==> config.mk <==
export PLATFORM = sky130hd
export DESIGN_NAME = sff_top
export DESIGN_NICKNAME = d
export VERILOG_FILES = /design/src/include/sff_pkg.sv /design/src/rtl/sff_top.sv /design/src/rtl/sff_byte_queue.sv
export SDC_FILE = /design/constraint.sdc
export NUM_CORES = 1
export LEC_CHECK = 0
export CAP_MARGIN = 20
export CORE_ASPECT_RATIO = 1.1
export CORE_MARGIN = 10
export CORE_UTILIZATION = 60
export CTS_BUF_LIST = sky130_fd_sc_hd__clkbuf_4
export DETAILED_ROUTE_END_ITERATION = 8
export DONT_BUFFER_PORTS = 1
export GPL_TIMING_DRIVEN = 0
export PLACE_DENSITY = 0.83
export SYNTH_ARGS = -nofsm -noshare
export SYNTH_HDL_FRONTEND = slang
export SYNTH_SLANG_ARGS = --single-unit
==> constraint.sdc <==
create_clock -name mclk -period 13.6 [get_ports mclk]
set_clock_uncertainty 0.1 [all_clocks]
set_input_delay 1.36 -clock mclk [delete_from_list [all_inputs] [get_ports mclk]]
set_output_delay 1.36 -clock mclk [all_outputs]
set_load 0.005 [all_outputs]
==> src/include/sff_pkg.sv <==
// Constants, register map and carrier types of the serial queue flag and data port block
// Contract
// - Mark 0: nearly-full at 48 bits or more
// - Mark 1: nearly-full at 32 bits or more
// - Nearly-full flag idle without queue mode
// - Mark 0: nearly-empty at 16 bits or less
// - Mark 1: nearly-empty at 32 bits or less
// - Power-on: nearly-empty and read-empty flags zero
// - Width, queue, enable change flushes queues, flags
// - After flush flags follow queue enable
// - Queue mode: full flag at 8 bytes
// - Read-empty flag; data reads drain the queue
// - Data writes queue transmit; reads return receive
// - Queued data starts right after previous word
// - Buffer-mode data write needs prior status read, else ignored
// - Receive overrun keeps old data, silently
// - 8-bit mode: high byte reads zero, ignores writes
// - 16-bit read snapshots both bytes until pair done
// - 16-bit write queues only after both bytes
// - Queue mode uses 8-byte queues both ways
// - Idle transmitter empties buffer within two cycles
package sff_pkg;

    localparam int SFF_AW = 3;

    // Register offsets
    localparam logic [SFF_AW-1:0] SFF_OFF_STATUS = 3'h0;
    localparam logic [SFF_AW-1:0] SFF_OFF_DH = 3'h1;
    localparam logic [SFF_AW-1:0] SFF_OFF_DL = 3'h2;
    localparam logic [SFF_AW-1:0] SFF_OFF_CTRL = 3'h3;
    localparam logic [SFF_AW-1:0] SFF_OFF_C3 = 3'h4;

    // Control register fields
    localparam int SFF_CTRL_ENABLE_BIT = 0;
    localparam int SFF_CTRL_WIDTH_BIT = 1;
    localparam logic [7:0] SFF_CTRL_RESET = 8'h00;

    // Third control register fields
    localparam int SFF_C3_QUEUE_BIT = 0;
    localparam int SFF_C3_RX_MARK_BIT = 4;
    localparam int SFF_C3_TX_MARK_BIT = 5;
    localparam logic [7:0] SFF_C3_RESET = 8'h00;

    // Queue geometry and watermarks, in bits as specified, converted to bytes
    localparam int SFF_QUEUE_BITS = 64;
    localparam int SFF_DEPTH = SFF_QUEUE_BITS / 8;
    localparam logic [3:0] SFF_DEPTH_CNT = 4'(SFF_DEPTH);
    localparam int SFF_RX_MARK0_BITS = 48;
    localparam int SFF_RX_MARK1_BITS = 32;
    localparam int SFF_TX_MARK0_BITS = 16;
    localparam int SFF_TX_MARK1_BITS = 32;
    localparam logic [3:0] SFF_RX_MARK0 = 4'(SFF_RX_MARK0_BITS / 8);
    localparam logic [3:0] SFF_RX_MARK1 = 4'(SFF_RX_MARK1_BITS / 8);
    localparam logic [3:0] SFF_TX_MARK0 = 4'(SFF_TX_MARK0_BITS / 8);
    localparam logic [3:0] SFF_TX_MARK1 = 4'(SFF_TX_MARK1_BITS / 8);

    // Serial word lengths
    localparam logic [4:0] SFF_BITS_NARROW = 5'h08;
    localparam logic [4:0] SFF_BITS_WIDE = 5'h10;

    typedef struct packed {
        logic [SFF_AW-1:0] addr;
        logic [7:0] wdata;
        logic wr;
        logic rd;
    } sff_bus_req_t;

    // Status byte, most significant field first
    typedef struct packed {
        logic rx_full_flag;
        logic rsvd_match;
        logic tx_empty_flag;
        logic rsvd_fault;
        logic rx_nearly_full_flag;
        logic tx_nearly_empty_flag;
        logic tx_fifo_full_flag;
        logic rx_fifo_empty_flag;
    } sff_status_t;

    localparam sff_status_t SFF_STATUS_RESET = 8'h00;

endpackage : sff_pkg

==> src/rtl/sff_top.sv <==
// Queue flags, data byte port and slave shifter of the serial unit
`timescale 1ns/10ps
`default_nettype none
module sff_top
    import sff_pkg::*;
(
    input wire logic mclk,
    input wire logic sys_rst,
    input wire sff_bus_req_t bus_req,
    output logic [7:0] rd_data,
    input wire logic link_sck,
    input wire logic link_mosi,
    input wire logic link_sel_n,
    output logic link_miso_out,
    output logic link_miso_oe,
    output logic tx_empty_flag,
    output logic rx_full_flag,
    output logic queue_enable
);

    ////////////////////////////////////////////////////////////////////////////
    // Pin synchronisers

    wire logic [2:0] pin_raw = {link_sel_n, link_mosi, link_sck};
    logic [2:0] pin_meta;
    logic [2:0] pin_sync;
    logic sck_prev;

    genvar gi;
    generate
        for (gi = 0; gi < 3; gi++)
        begin : g_sync
            always_ff @(posedge mclk or posedge sys_rst)
            begin
                if (sys_rst)
                begin
                    pin_meta[gi] <= (gi == 2);
                    pin_sync[gi] <= (gi == 2);
                end
                else
                begin
                    pin_meta[gi] <= pin_raw[gi];
                    pin_sync[gi] <= pin_meta[gi];
                end
            end
        end
    endgenerate

    wire logic sck_s = pin_sync[0];
    wire logic mosi_s = pin_sync[1];
    wire logic sel_n_s = pin_sync[2];
    wire logic sck_rise = sck_s & ~sck_prev & ~sel_n_s;
    wire logic sck_fall = ~sck_s & sck_prev & ~sel_n_s;

    ////////////////////////////////////////////////////////////////////////////
    // Control registers and mode change detection

    logic module_enable;
    logic width_select;
    logic rx_mark;
    logic tx_mark;
    sff_status_t status;

    wire logic wr_ctrl = bus_req.wr && bus_req.addr == SFF_OFF_CTRL;
    wire logic wr_c3 = bus_req.wr && bus_req.addr == SFF_OFF_C3;
    wire logic wr_dh = bus_req.wr && bus_req.addr == SFF_OFF_DH;
    wire logic wr_dl = bus_req.wr && bus_req.addr == SFF_OFF_DL;
    wire logic rd_status = bus_req.rd && bus_req.addr == SFF_OFF_STATUS;
    wire logic rd_dh = bus_req.rd && bus_req.addr == SFF_OFF_DH;
    wire logic rd_dl = bus_req.rd && bus_req.addr == SFF_OFF_DL;
    wire logic rd_ctrl = bus_req.rd && bus_req.addr == SFF_OFF_CTRL;
    wire logic rd_c3 = bus_req.rd && bus_req.addr == SFF_OFF_C3;

    wire logic mode_change = (wr_ctrl
        && (bus_req.wdata[SFF_CTRL_ENABLE_BIT] != module_enable
        || bus_req.wdata[SFF_CTRL_WIDTH_BIT] != width_select))
        || (wr_c3 && bus_req.wdata[SFF_C3_QUEUE_BIT] != queue_enable);

    always_ff @(posedge mclk or posedge sys_rst)
    begin
        if (sys_rst)
        begin
            module_enable <= SFF_CTRL_RESET[SFF_CTRL_ENABLE_BIT];
            width_select <= SFF_CTRL_RESET[SFF_CTRL_WIDTH_BIT];
            queue_enable <= SFF_C3_RESET[SFF_C3_QUEUE_BIT];
            rx_mark <= SFF_C3_RESET[SFF_C3_RX_MARK_BIT];
            tx_mark <= SFF_C3_RESET[SFF_C3_TX_MARK_BIT];
        end
        else
        begin
            if (wr_ctrl)
            begin
                module_enable <= bus_req.wdata[SFF_CTRL_ENABLE_BIT];
                width_select <= bus_req.wdata[SFF_CTRL_WIDTH_BIT];
            end
            if (wr_c3)
            begin
                queue_enable <= bus_req.wdata[SFF_C3_QUEUE_BIT];
                rx_mark <= bus_req.wdata[SFF_C3_RX_MARK_BIT];
                tx_mark <= bus_req.wdata[SFF_C3_TX_MARK_BIT];
            end
        end
    end

    // Bytes per word, and buffer room: one word outside queue mode
    wire logic [1:0] word_cnt = width_select ? 2'h2 : 2'h1;
    wire logic [4:0] word_bytes = {3'h0, word_cnt};
    wire logic [4:0] capacity = queue_enable ? {1'b0, SFF_DEPTH_CNT} : word_bytes;

    ////////////////////////////////////////////////////////////////////////////
    // Queues

    logic [1:0] tx_push_cnt;
    logic [15:0] tx_push_data;
    logic [1:0] tx_pop_cnt;
    logic [15:0] tx_head;
    logic [3:0] tx_count;
    logic [1:0] rx_push_cnt;
    logic [15:0] rx_push_data;
    logic [1:0] rx_pop_cnt;
    logic [15:0] rx_head;
    logic [3:0] rx_count;

    sff_byte_queue u_tx_queue (
        .mclk(mclk),
        .sys_rst(sys_rst),
        .flush(mode_change),
        .push_cnt(tx_push_cnt),
        .push_data(tx_push_data),
        .pop_cnt(tx_pop_cnt),
        .head(tx_head),
        .count(tx_count)
    );

    sff_byte_queue u_rx_queue (
        .mclk(mclk),
        .sys_rst(sys_rst),
        .flush(mode_change),
        .push_cnt(rx_push_cnt),
        .push_data(rx_push_data),
        .pop_cnt(rx_pop_cnt),
        .head(rx_head),
        .count(rx_count)
    );

    ////////////////////////////////////////////////////////////////////////////
    // Transmit write path

    logic write_armed;
    logic [7:0] wr_hold_hi;
    logic [7:0] wr_hold_lo;
    logic wr_got_hi;
    logic wr_got_lo;

    // Queue mode needs no status read before a write; buffer mode does
    wire logic write_ok = queue_enable | write_armed;
    wire logic wr_dh_ok = wr_dh & write_ok & width_select;
    wire logic wr_dl_ok = wr_dl & write_ok;
    wire logic next_got_hi = wr_got_hi | wr_dh_ok;
    wire logic next_got_lo = wr_got_lo | wr_dl_ok;
    wire logic wide_word_done = width_select & next_got_hi & next_got_lo;
    wire logic tx_word_in = width_select ? wide_word_done : wr_dl_ok;
    wire logic tx_room = {1'b0, tx_count} + word_bytes <= capacity;
    wire logic tx_take = tx_word_in & tx_room & ~mode_change;

    assign tx_push_cnt = tx_take ? word_cnt : 2'h0;
    assign tx_push_data = width_select
        ? {wr_dh_ok ? bus_req.wdata : wr_hold_hi, wr_dl_ok ? bus_req.wdata : wr_hold_lo}
        : {8'h00, bus_req.wdata};

    always_ff @(posedge mclk or posedge sys_rst)
    begin
        if (sys_rst)
        begin
            write_armed <= 1'b0;
            wr_hold_hi <= 8'h00;
            wr_hold_lo <= 8'h00;
            wr_got_hi <= 1'b0;
            wr_got_lo <= 1'b0;
        end
        else if (mode_change)
        begin
            write_armed <= 1'b0;
            wr_got_hi <= 1'b0;
            wr_got_lo <= 1'b0;
        end
        else
        begin
            if (rd_status && status.tx_empty_flag)
                write_armed <= 1'b1;
            else if (tx_word_in)
                write_armed <= 1'b0;
            if (wr_dh_ok)
                wr_hold_hi <= bus_req.wdata;
            if (wr_dl_ok)
                wr_hold_lo <= bus_req.wdata;
            // A finished pair is consumed even if the buffer had no room
            wr_got_hi <= next_got_hi & ~tx_word_in;
            wr_got_lo <= next_got_lo & ~tx_word_in & width_select;
        end
    end

    ////////////////////////////////////////////////////////////////////////////
    // Serial shifter, clocked by edges found on the synchronised link clock

    logic [15:0] tx_shift;
    logic [15:0] rx_shift;
    logic [4:0] bit_cnt;
    logic shift_loaded;

    wire logic [4:0] word_bits = width_select ? SFF_BITS_WIDE : SFF_BITS_NARROW;
    wire logic [15:0] rx_next = {rx_shift[14:0], mosi_s};
    wire logic [4:0] bit_cnt_inc = bit_cnt + 5'h01;
    wire logic word_done = sck_rise && bit_cnt_inc == word_bits;
    // Next queued word goes to the shifter as soon as the previous one ends
    wire logic load_now = module_enable & ~shift_loaded & bit_cnt == 5'h00
        & {1'b0, tx_count} >= word_bytes & ~mode_change;
    wire logic rx_room = {1'b0, rx_count} + word_bytes <= capacity;

    assign tx_pop_cnt = load_now ? word_cnt : 2'h0;
    // A word arriving into a full buffer is dropped and the old data kept
    assign rx_push_cnt = (word_done & rx_room & module_enable & ~mode_change)
        ? word_cnt : 2'h0;
    assign rx_push_data = width_select ? rx_next : {8'h00, rx_next[7:0]};

    always_ff @(posedge mclk or posedge sys_rst)
    begin
        if (sys_rst)
        begin
            sck_prev <= 1'b0;
            tx_shift <= 16'h0000;
            rx_shift <= 16'h0000;
            bit_cnt <= 5'h00;
            shift_loaded <= 1'b0;
        end
        else
        begin
            sck_prev <= sck_s;
            if (mode_change || sel_n_s)
                bit_cnt <= 5'h00;
            else if (word_done)
                bit_cnt <= 5'h00;
            else if (sck_rise)
                bit_cnt <= bit_cnt_inc;
            if (sck_rise)
                rx_shift <= rx_next;
            if (load_now)
                tx_shift <= width_select ? tx_head : {tx_head[7:0], 8'h00};
            // The closing fall of a word must not shift the next word just loaded
            else if (sck_fall && bit_cnt != 5'h00)
                tx_shift <= {tx_shift[14:0], 1'b0};
            if (mode_change || word_done)
                shift_loaded <= 1'b0;
            else if (load_now)
                shift_loaded <= 1'b1;
        end
    end

    ////////////////////////////////////////////////////////////////////////////
    // Receive read path with coherent byte pair

    logic [15:0] rd_latch;
    logic rd_latch_valid;
    logic rd_latch_hi_first;

    wire logic rd_byte = rd_dh | rd_dl;
    wire logic rx_word_avail = {1'b0, rx_count} >= word_bytes;
    wire logic pair_close = rd_latch_valid & (rd_dh ^ rd_latch_hi_first);
    wire logic snap_now = width_select & rd_byte & ~rd_latch_valid & rx_word_avail;
    wire logic [15:0] wide_src = rd_latch_valid ? rd_latch : rx_head;
    wire logic [7:0] wide_byte = rd_dh ? wide_src[15:8] : wide_src[7:0];
    wire logic wide_has = rd_latch_valid | rx_word_avail;
    wire logic [7:0] narrow_byte = (rd_dl && rx_word_avail) ? rx_head[7:0] : 8'h00;
    wire logic narrow_pop = ~width_select & rd_dl & rx_word_avail;

    // Drain happens on the low byte read, or when the second of a pair is read
    assign rx_pop_cnt = mode_change ? 2'h0
        : (narrow_pop ? 2'h1 : ((width_select & rd_byte & pair_close) ? 2'h2 : 2'h0));

    always_ff @(posedge mclk or posedge sys_rst)
    begin
        if (sys_rst)
        begin
            rd_latch <= 16'h0000;
            rd_latch_valid <= 1'b0;
            rd_latch_hi_first <= 1'b0;
        end
        else if (mode_change)
            rd_latch_valid <= 1'b0;
        else if (snap_now)
        begin
            rd_latch <= rx_head;
            rd_latch_valid <= 1'b1;
            rd_latch_hi_first <= rd_dh;
        end
        else if (width_select && rd_byte && pair_close)
            rd_latch_valid <= 1'b0;
    end

    ////////////////////////////////////////////////////////////////////////////
    // Status flags, derived from fill counts every clock

    sff_status_t next_status;
    wire logic [3:0] rx_mark_bytes = rx_mark ? SFF_RX_MARK1 : SFF_RX_MARK0;
    wire logic [3:0] tx_mark_bytes = tx_mark ? SFF_TX_MARK1 : SFF_TX_MARK0;
    // The loaded shifter is not counted, so empty means the buffer can take another word
    wire logic tx_buf_empty = tx_count == 4'h0;

    assign next_status.rx_full_flag = queue_enable
        ? rx_count == SFF_DEPTH_CNT : rx_word_avail;
    assign next_status.rsvd_match = 1'b0;
    assign next_status.tx_empty_flag = tx_buf_empty;
    assign next_status.rsvd_fault = 1'b0;
    assign next_status.rx_nearly_full_flag = queue_enable
        && rx_count >= rx_mark_bytes;
    // After a flush in queue mode the empty queues raise the empty, nearly-empty and read-empty flags at once
    assign next_status.tx_nearly_empty_flag = queue_enable
        && tx_count <= tx_mark_bytes;
    assign next_status.tx_fifo_full_flag = queue_enable
        && tx_count == SFF_DEPTH_CNT;
    assign next_status.rx_fifo_empty_flag = queue_enable
        && rx_count == 4'h0;

    always_ff @(posedge mclk or posedge sys_rst)
    begin
        if (sys_rst)
            status <= SFF_STATUS_RESET;
        else
            status <= next_status;
    end

    ////////////////////////////////////////////////////////////////////////////
    // Read data and link outputs

    logic [7:0] next_rd_data;
    wire logic [7:0] ctrl_value = {6'h00, width_select, module_enable};
    wire logic [7:0] c3_value = {2'h0, tx_mark, rx_mark, 3'h0, queue_enable};
    wire logic [7:0] data_value = width_select
        ? (wide_has ? wide_byte : 8'h00) : narrow_byte;

    assign next_rd_data = rd_status ? status
        : rd_byte ? data_value
        : rd_ctrl ? ctrl_value
        : rd_c3 ? c3_value
        : 8'h00;

    always_ff @(posedge mclk or posedge sys_rst)
    begin
        if (sys_rst)
        begin
            rd_data <= 8'h00;
            link_miso_out <= 1'b0;
            link_miso_oe <= 1'b0;
        end
        else
        begin
            rd_data <= bus_req.rd ? next_rd_data : 8'h00;
            link_miso_out <= tx_shift[15];
            link_miso_oe <= module_enable & ~sel_n_s;
        end
    end

    assign tx_empty_flag = status.tx_empty_flag;
    assign rx_full_flag = status.rx_full_flag;

endmodule : sff_top
`default_nettype wire

==> src/rtl/sff_byte_queue.sv <==
// Eight-byte queue moving one or two bytes per clock each way
`timescale 1ns/10ps
`default_nettype none
module sff_byte_queue
    import sff_pkg::*;
(
    input wire logic mclk,
    input wire logic sys_rst,
    input wire logic flush,
    input wire logic [1:0] push_cnt,
    input wire logic [15:0] push_data,
    input wire logic [1:0] pop_cnt,
    output logic [15:0] head,
    output logic [3:0] count
);

    logic [7:0] mem [SFF_DEPTH];
    logic [2:0] wr_ptr;
    logic [2:0] rd_ptr;
    wire logic [2:0] wr_ptr1 = wr_ptr + 3'h1;
    wire logic [2:0] rd_ptr1 = rd_ptr + 3'h1;

    // Caller keeps push within free room and pop within fill
    assign head = {mem[rd_ptr1], mem[rd_ptr]};

    always_ff @(posedge mclk)
    begin
        if (push_cnt != 2'h0)
            mem[wr_ptr] <= push_data[7:0];
        if (push_cnt == 2'h2)
            mem[wr_ptr1] <= push_data[15:8];
    end

    always_ff @(posedge mclk or posedge sys_rst)
    begin
        if (sys_rst)
        begin
            wr_ptr <= 3'h0;
            rd_ptr <= 3'h0;
            count <= 4'h0;
        end
        else if (flush)
        begin
            wr_ptr <= 3'h0;
            rd_ptr <= 3'h0;
            count <= 4'h0;
        end
        else
        begin
            wr_ptr <= wr_ptr + {1'b0, push_cnt};
            rd_ptr <= rd_ptr + {1'b0, pop_cnt};
            count <= count + {2'h0, push_cnt} - {2'h0, pop_cnt};
        end
    end

endmodule : sff_byte_queue
`default_nettype wire

==> impl_results.md, run 1 <==
- Global-route wire length before repair: 58100 um
- #FFs+latches synth: 250
- Synth top cells by count: nand2_1, edfxtp_1, dfrtp_1
- Clk pwr share: 28.0%
- CTS Hold Bufs: 0
- Dpl hpwl: 26100 um
- Reg power frac: 39.9%
- Worst setup EP type: flop
- GP Congestion: approximately 0.9
- Critical Path AT: around 7 ns
- Vias per cell: 6.43
- Remaining global-route overflow: 0
- R2R setup slack: 7.09 ns
- Synth area leaders: edfxtp_1, dfrtp_1, mux4_2
- Antenna viol nets, final: 0
- Final Hold Viols: 0
- Post-route cell area: approximately 16000 um^2
- Clock Sink Count: 250
- Synth unique cells: 66
- Vias: between 10000 and 15000
- DRC: 0
- Max IR drop VDD: around 0.12 mV
- Sequential area share after synthesis: between 40 and 50%
- WP data required: 14.07 ns
- Cts repair resizes: 0
- CTS buffer count: 68
- CTS tree: built
- Area after DPL: approximately 15000 um^2
- Synth top area share: 26.9%
- Post-synth top area cell: edfxtp_1
- Root buf cell: clkbuf_4
- Filler instances: approximately 1700
- IO Pins: 31
- Post-synthesis adder-cell area fraction: around 5.3%
- Setup TNS: 0 ns
- Routed Wire Length: 37100 um
- Internal: between 1.5 and 2 mW
- Status: complete, no violations
- Clock transition at path regs: ~0.07 ns
- Max-slew headroom: between 20% and 30%
- EDFF count, synth: ~130
- Clk buf depth: 3
- GRT Overall Usage: 24.0%
- Setup crit start kind: flop
- Logic pwr share: around 32%
- H-Tree Depth: 3
- Mapped Area: approximately 14000 um^2
- Max cap viols: 0
- Min Tclk post-route: 6.51 ns
- Chip width: approximately 170 um
- Syn Area/Cell: ~12 um^2
- Most common cell in the synthesized netlist: nand2_1
- RSZ-0062 raised after global routing: no
- WL/cell: between 20 and 25 um
- Fmax: between 0.15 and 0.2 GHz
- Mapped Cells: between 1000 and 1500
- Prevailing post-synth register cell: edfxtp_1
- Synth Net Count: around 1300
- Synth warnings: 0
- CP Max Fanout: 10
- Rows: 59
- Leak: roughly 6.3 nW
- HP Class: reg -> reg
- Slew @ Worst Pin: approximately 1.1 ns
- Core Box Area: approximately 24000 um^2
- Initial Util: around three fifths
- First-pass detailed-route iteration total: 6
- Final #Nets: 1364
- Switching pwr: slightly below 0.9 mW
- Clock Latency Late Sink: roughly 0.72 ns
- Largest net degree at the start of global routing: 77
- Vias in the first global route: about 11000
- Synth Area in Compound Gates: under 10%
- Post-synth ARST share: between 40% and 50%
- Initial DRC count: 997
- Area Growth Syn to Fin: 9.87%
- Slew Viols, Final: 0
- Final period util: about 48%
- XOR/XNOR Fraction of Synth Area: 1.35%
- Share of layout cells above drive strength 1: between 20% and 30%
- Setup bufs post-CTS: 0
- PortBufs: 0
- Mux share of post-synthesis cell area: between 20% and 30%
- Post-Synth Simple-Gate Area: approximately an eighth
- Initial antenna violation count: 1
- CP Class: reg -> reg
- Largest family of logic cells by synthesized area: multiplexers
- Switch share: 34.7%
- Die H: roughly 180 um
- Setup violators final: 0
- Die area: 30400 um^2
- PD cells: ~160 nW/um^2
==> power by group through the flow <==
| stage | combinational (mW) | clock [mW] | sequential [mW] |
|---|---|---|---|
| after floorplan | 0.608 | 0 | 0.996 |
| after global placement | 0.763 | 0 | 1.01 |
| after detailed placement | 0.796 | 0 | 1.02 |
| after CTS | 0.802 | 0.711 | 1.00 |
| after global routing | 0.895 | 0.747 | 1.02 |
| final | 0.808 | 0.706 | 1.01 |
==> cell usage in the layout (no fill, tap or decap), types with 15 or more instances in the layout <==
cell      Yosys  layout
clkbuf_1     34      34
inv_1        41      40
nand2b_1     16      16
o21ai_0     102      99
dfrtp_1     120     120
xnor2_1      15      15
nand4_1      16      16
mux2i_1     101     101
a21oi_1      50      50
buf_1        16      16
nand2_1     147     147
mux2_2       52      52
nand3_1      27      27
ha_1         44      44
buf_2        20      22
edfxtp_1    128     128
nor2_1       65      65
clkbuf_4      0     104
mux4_2       64      64
==> flip-flops by register name, indices dropped and copies added (netlist names), 3 cells and up <==
signal             cells
u_tx_queue.rd_ptr      3
u_rx_queue.mem        64
tx_shift              16
u_tx_queue.wr_ptr      3
status                 4
wr_hold_hi             8
u_tx_queue.mem        64
u_rx_queue.rd_ptr      3
u_rx_queue.count       4
rd_data                8
rx_shift              15
rd_latch              16
u_tx_queue.count       4
pin_meta               3
wr_hold_lo             8
u_rx_queue.wr_ptr      3
bit_cnt                5
==> routing by layer <==
layer / vias up / wire length [um] / GRT usage, %
met5: - / 0 / 0
met4: 0 / 2160 / 15.2
met3: 170 / 2990 / 5.27
met2: 634 / 18800 / 41.3
met1: 5097 / 13100 / 26.5
li1: 4701 / - / -
==> through the flow <==
stage | power, mW | utilization (%) | hold slack, ns | setup WS, ns | std cells
5_1_grt | 2.66 | 66.6 | 0.270 | 6.78 | 1648
6_report | 2.52 | 66.6 | 0.251 | 7.09 | 1648
2_1_floorplan | 1.60 | - | 0.231 | 8.66 | 1210
3_3_place_gp | 1.78 | 62.2 | 0.234 | 7.41 | 1515
3_5_place_dp | 1.81 | 62.8 | 0.240 | 7.30 | 1527
4_1_cts | 2.52 | 66.6 | 0.252 | 7.25 | 1647
==> cell type report <==
class	count	area (um^2)	share of cell area, %
multi-input cells	844	6910	44.1
flip-flops and latches	250	6900	44.0
plain buffers	74	318	2.03
diodes	1	2.50	0.0160
well taps	305	382	2.43
inverters	42	163	1.04
clock inverters	16	119	0.758
repair buffers	12	105	0.670
clock buffers	104	781	4.98
==> cell families (layout without fill, tap and decap cells) <==
group	after synthesis	count (layout)
other cells	0	1
simple gates	336	336
buf+inv	116	248
xor+xnor	22	22
compound gates	215	215
mux	217	217
flops	250	250
fa+ha+maj	54	54
==> critical path, stage by stage (launching register included) <==
cell,delay [ns]
dfrtp_1,0.45
buf_2,0.26
buf_2,0.31
buf_1,0.49
clkbuf_1,0.51
clkbuf_1,0.51
nand2_1,0.16
ha_1,0.32
nor2b_1,0.14
o21a_1,0.17
o21ai_1,0.55
and4_1,0.32
buf_4,0.21
buf_2,0.24
nand2_1,0.14
fa_1,0.54
inv_1,0.07
ha_1,0.29
a21o_1,0.16
a21oi_1,0.22
xnor2_1,0.15
nor2_1,0.05
==> worst paths after layout <==
| path | start | end | depth (start not counted) |
|---|---|---|---|
| worst max-delay path | width_select | u_rx_queue.count[3] | 21 |
| worst min-delay path | pin_meta[0] | sck_s | 0 |
| worst max register to register | width_select | u_rx_queue.count[3] | 21 |
| worst min register to register | pin_meta[0] | sck_s | 0 |
| max in group asynchronous | sys_rst | rd_data[1] | 2 |
| min in group asynchronous | sys_rst | wr_hold_lo[7] | 1 |
No activity file was read; power rests on OpenSTA's default activity.
==> run 2, diff against run 1 <==
--- a/config.mk
+++ b/config.mk
@@ -13,7 +13,7 @@
 export DETAILED_ROUTE_END_ITERATION = 8
 export DONT_BUFFER_PORTS = 1
 export GPL_TIMING_DRIVEN = 0
-export PLACE_DENSITY = 0.83
+export PLACE_DENSITY = 0.86
 export SYNTH_ARGS = -nofsm -noshare
 export SYNTH_HDL_FRONTEND = slang
 export SYNTH_SLANG_ARGS = --single-unit
==> constraint.sdc (replaced) <==
create_clock -name mclk -period 5.95 [get_ports mclk]
set_clock_uncertainty 0.1 [all_clocks]
set_input_delay 0.595 -clock mclk [delete_from_list [all_inputs] [get_ports mclk]]
set_output_delay 0.595 -clock mclk [all_outputs]
set_load 0.005 [all_outputs]
==> run 2 against run 1 <==
Routed wire length increased by 0.90%. Core utilization rose by 0.55 points. Clock power increased by 120%. Highest routed layer unchanged. Count of clock-buffer cells in the layout down 9. Global-route usage is 0.41 points higher. Register-to-register slack worse by 6.9 ns.
==> impl_results.md, run 2 (same netlist as run 1, synthesis figures left out) <==
- CTS buffer count: 67
- Power Total: 5.71 mW
- Leading registers by flop count: u_rx_queue.mem (64), u_tx_queue.mem (64)
- PortBufs: 0
- Initial Util: 60.6%
- Die H: approximately 180 um
- Chip width: between 150 and 200 um
- Filler instances: about 1600
- Max cap viols: 0
- Max-slew headroom: between 20% and 30%
- Clock Latency Late Sink: approximately 0.72 ns
- Routed Wire Length: 37400 um
- Max IR drop VDD: ~0.24 mV
- Multi-input gate area: just under 7000 um^2
- Initial DRC count: 1276
- Clk buf depth: 3
- PD cells: around 360 nW/um^2
- Max stage delay cell, worst path: fa_1
- Final #Nets: 1381
- CP Max Fanout: 10
- Remaining global-route overflow: 0
- Global-route wire length before repair: 59400 um
- Share of layout cells above drive strength 1: roughly 21%
- Clock transition at path regs: approximately 0.07 ns
- IO Pins: 31
- Initial antenna violation count: 1
- Slew Viols, Final: 0
- Core Box Area: 23500 um^2
- First-pass detailed-route iteration total: 5
- H-Tree Depth: 3
- CP Class: reg -> reg
- GP Congestion: roughly 0.9
- CTS tree: built
- Area Growth Syn to Fin: 10.8%
- Setup violators final: 0
- Status: complete, no violations
- Vias: roughly 11000
- Root buf cell: clkbuf_4
- GRT Overall Usage: between 20% and 30%
- Dpl hpwl: about 26000 um
- Final period util: between 90% and 100%
- Non-Filler Instances: 1664
- Critical Path AT: 6.22 ns
- Slew @ Worst Pin: around 1.2 ns
- Vias in the first global route: 11253
- Vias per cell: between 6 and 7
- Fmax: between 0.15 and 0.2 GHz
- HP Class: in -> reg
- WP data required: 6.44 ns
- Placed insts: 1527
- Most frequent cells in the layout: nand2_1, edfxtp_1, dfrtp_1, mux2i_1, o21ai_0
- DRC: 0
- CP Cell Sequence: buf_2 > buf_2 > clkinvlp_4 > ha_1 > fa_1 > ha_1 > nor2b_1 > o21a_1 > o21ai_2 > and4_1 > buf_4 > buf_2 > nand2_1 > fa_1 > inv_1 > ha_1 > a21o_1 > a21oi_1 > xnor2_1 > nor2_1
- WL/cell: 22.5 um
- Min Tclk post-route: around 5.7 ns
- Rows: a little under 60
- Post-route cell area: approximately 16000 um^2
- CP max stage delay: roughly 0.54 ns
- Area after DPL: 14800 um^2
- Sequential cell area: approximately 7000 um^2
- Leak: between 6 and 7 nW
- Antenna viol nets, final: 0
- Largest net degree at the start of global routing: 73
- Commonest non-fill, non-tap cell in the layout: nand2_1
- Final Hold Viols: 0
- Die area: 30400 um^2
- Setup crit start kind: flop
- Clock Sink Count: 250
- Worst setup EP type: flop
==> run 2: through the flow <==
step / util (%) / TNS (ns) / worst slack, ns / hold slack (ns)
global placement: 62.2 / -3.78 / -0.229 / 0.237
detailed placement: 62.7 / -0.593 / -0.351 / 0.237
CTS: 66.9 / 0 / 0.0170 / 0.00224
finish: 67.1 / 0 / 0.224 / 0.0141
global route: 67.1 / -0.0170 / -0.0170 / 0.0212
floorplan: - / 0 / 1.01 / 0.231
==> run 2: power breakdown <==
part           switching [mW]  total (mW)  internal [mW]
Combinational            1.11        1.90          0.788
Sequential              0.155        2.30           2.14
Clock                   0.733        1.52          0.785
Total                    2.00        5.71           3.72
==> run 2: repair_timing <==
item / in CTS / in global routing
hold buffers: 12 / 0
cloned: 0 / 0
setup buffers: 0 / 7
resized for setup: 3 / 3
setup endpoints to repair: 3 / 2
endpoints found under the hold margin: 69 / 0
==> run 2: routing by layer <==
layer / GRT usage [%] / part of all wire, %
met4: 13.8 / 4.9
met3: 5.59 / 8.5
met1: 27.0 / 35
met2: 42.5 / 51
met5: 0 / 0
==> run 2: layout make-up <==
cell class | instances | area share, %
well taps | 305 | 2.41
flip-flops and latches | 250 | 43.6
diodes | 1 | 0.0158
multi-input cells | 844 | 43.8
inverters | 42 | 1.05
repair buffers | 31 | 1.77
clock inverters | 23 | 0.815
clock buffers | 95 | 4.51
plain buffers | 73 | 2.00
==> run 2: path summary, 6_finish.rpt <==
kind / startpoint / end / slack (ns) / cells after the start
worst max register to register: width_select / u_rx_queue.count[3] / 0.22 / 20
max in group asynchronous: sys_rst / u_tx_queue.rd_ptr[0] / 4.70 / 3
worst min-delay path: bus_req[0] / rd_data[5] / 0.01 / 2
worst min register to register: pin_meta[1] / mosi_s / 0.19 / 0
worst max-delay path: width_select / u_rx_queue.count[3] / 0.22 / 20
min in group asynchronous: sys_rst / wr_hold_lo[7] / 0.31 / 2
==> run 2: critical path: cells and delay by family (launching register included) <==
family	cells	cell delay [ns]
AOI/OAI and AO/OA	4	0.97
buffers and inverters	6	1.39
xor gates and xnor gates	1	0.15
and+or+nand+nor	4	0.61
adders and majority gates	5	1.90
DFF	1	0.46
==> run 3, diff against run 2 <==
--- a/config.mk
+++ b/config.mk
@@ -6,7 +6,7 @@
 export NUM_CORES = 1
 export LEC_CHECK = 0
 export CAP_MARGIN = 20
-export CORE_ASPECT_RATIO = 1.1
+export CORE_ASPECT_RATIO = 1.5
 export CORE_MARGIN = 10
 export CORE_UTILIZATION = 60
 export CTS_BUF_LIST = sky130_fd_sc_hd__clkbuf_4
==> run 3 against run 2 <==
Clock power decreased by 6%. Combinational power is essentially flat. Cell count shrank 0.42%. Routed wire length is 0.77% higher. Total power decreased by 1.6%. Die area grew 0.40%. Critical path type unchanged. Largest cell class unchanged.
==> impl_results.md, run 3 (same netlist as run 1, synthesis figures left out) <==
- IO Pins: 31
- Die H: between 200 and 250 um
- Slew @ Worst Pin: roughly 1.1 ns
- Leak: 6.27 nW
- Initial antenna violation count: 1
- HP Class: in -> reg
- Commonest non-fill, non-tap cell in the layout: nand2_1
- Non-Filler Instances: 1657
- Rows: 69
- Clock Latency Late Sink: roughly 0.81 ns
- Setup crit start kind: flop
- Filler instances: about 1700
- Setup violators final: 0
- Initial DRC count: a little under 1000
- CP Class: reg -> reg
- PortBufs: 0
- Global-route wire length before repair: ~60000 um
- WP data required: 6.44 ns
- Routed Wire Length: ~38000 um
- Initial Util: between 60% and 70%
- Final Hold Viols: 0
- Remaining global-route overflow: 0
- Dpl hpwl: 27300 um
- Met2 GRT Util: between 40% and 50%
- Critical Path AT: slightly above 6 ns
- Root buf cell: clkbuf_4
- Vias: about 10000
- Vias per cell: between 6 and 7
- Met1 Usage GRT: roughly a quarter
- Worst setup EP type: flop
- PD cells: roughly 360 nW/um^2
- Clk buf depth: 3
- GRT Overall Usage: about a quarter
- Power Total: around 5.6 mW
- Antenna viol nets, final: 0
- Core Box Area: 23600 um^2
- RSZ-0062 raised after global routing: no
- DRC: 0
- Post-route cell area: around 16000 um^2
- H-Tree Depth: 2
- Chip width: about 150 um
- Share of layout cells above drive strength 1: between 10% and 20%
- Area Growth Syn to Fin: 9.71%
- WL/cell: between 20 and 25 um
- CTS tree: built
- Pre-CTS WS: -0.201 ns
- Area after DPL: 14800 um^2
- Hold path start: bus_req[11]
- Final period util: between 90% and 100%
- Most frequent cells in the layout: nand2_1, edfxtp_1, dfrtp_1, mux2i_1, o21ai_0
- CTS buffer count: 58
- Vias in the first global route: about 11000
- Max-slew headroom: around a quarter
- GP Congestion: ~0.94
- CP Max Fanout: 13
- Status: complete, no violations
- Final worst slack: approximately 0.35 ns
- Min Tclk post-route: about 5.6 ns
- Placed insts: 1537
- Launching point of the worst reg2reg path: width_select
- Fmax: 0.178 GHz
- Die area: 30500 um^2
- Clock Sink Count: 250
- Max cap viols: 0
- Final #Nets: between 1000 and 1500
- First-pass detailed-route iteration total: 6
- Grt met3 use: under 10%
- Leading registers by flop count: u_rx_queue.mem (64), u_tx_queue.mem (64)
- Slew Viols, Final: 0
- Critical path launch point: width_select
- Largest net degree at the start of global routing: 64
- Clock transition at path regs: 0.08 ns
- GR peak layer: met2
- Max IR drop VDD: about 0.25 mV
-- run 3: cell types whose count changed in the layout (fill, tap and decap cells not counted), sizes merged --
cell	before	now
buf	59	47
clkinv	18	22
clkbuf	128	119
inv	43	42
clkinvlp	3	0
-- run 3: layer usage --
layer	vias to the layer above	share of wire, %
met5	-	0
met4	0	8.7
met3	174	6.4
met2	525	52
met1	5080	33
li1	4695	-
-- run 3: path summary, 6_finish.rpt --
check                           cells after the start                   to  slack (ns)
worst max-delay path                               22  u_rx_queue.count[3]        0.35
worst min-delay path                                3              tx_mark        0.09
worst max register to register                     22  u_rx_queue.count[3]        0.35
worst min register to register                      0               mosi_s        0.25
max in group asynchronous                           3           rd_data[6]        4.75
min in group asynchronous                           2  u_tx_queue.count[2]        0.23
-- run 3: area by class of cell --
cell class,count,area [um^2],share of cell area (%)
inverter,42,163,1.04
sequential,250,6900,44.1
multi-input combinational,844,6920,44.2
tap,319,399,2.55
clock buffer,85,638,4.08
clock inverter,23,126,0.807
buffer,73,317,2.02
timing repair buffer,20,193,1.23
antenna,1,2.50,0.0160
-- run 3: critical path, stage by stage, from the launching register on --
cell and delay (ns):
dfrtp_1 0.43, buf_2 0.25, buf_2 0.31, inv_1 0.30, ha_1 0.43, nor2b_1 0.06
o21ai_0 0.20, xnor2_1 0.16, ha_1 0.28, nor2_1 0.15, o21bai_1 0.09, a21oi_2 0.41
and4_1 0.29, buf_4 0.20, buf_2 0.22, nand2_1 0.13, fa_1 0.51, inv_1 0.07
ha_1 0.29, a21o_1 0.15, a21oi_1 0.20, xnor2_1 0.14, nor2_1 0.06
-- run 3: per-stage QoR --
step,util (%),setup TNS [ns],hold WS [ns]
3_5_place_dp,62.6,-0.279,0.245
4_1_cts,66.4,0,0.0507
5_1_grt,66.4,0,0.101
2_1_floorplan,-,0,0.231
6_report,66.4,0,0.0866
3_3_place_gp,62.2,-0.158,0.234
-- run 3: report_power, final --
| part | internal (mW) | switching, mW |
|---|---|---|
| Sequential | 2.14 | 0.155 |
| Combinational | 0.778 | 1.12 |
| Clock | 0.704 | 0.725 |
| Total | 3.62 | 2.00 |
-- run 3: repair_timing --
item	CTS	global route
endpoints found under the setup margin	3	3
cloned	0	0
pin swaps	0	0
resized for setup	2	2
hold endpoints to repair	82	0
setup buffers	0	0
hold buffers	12	0
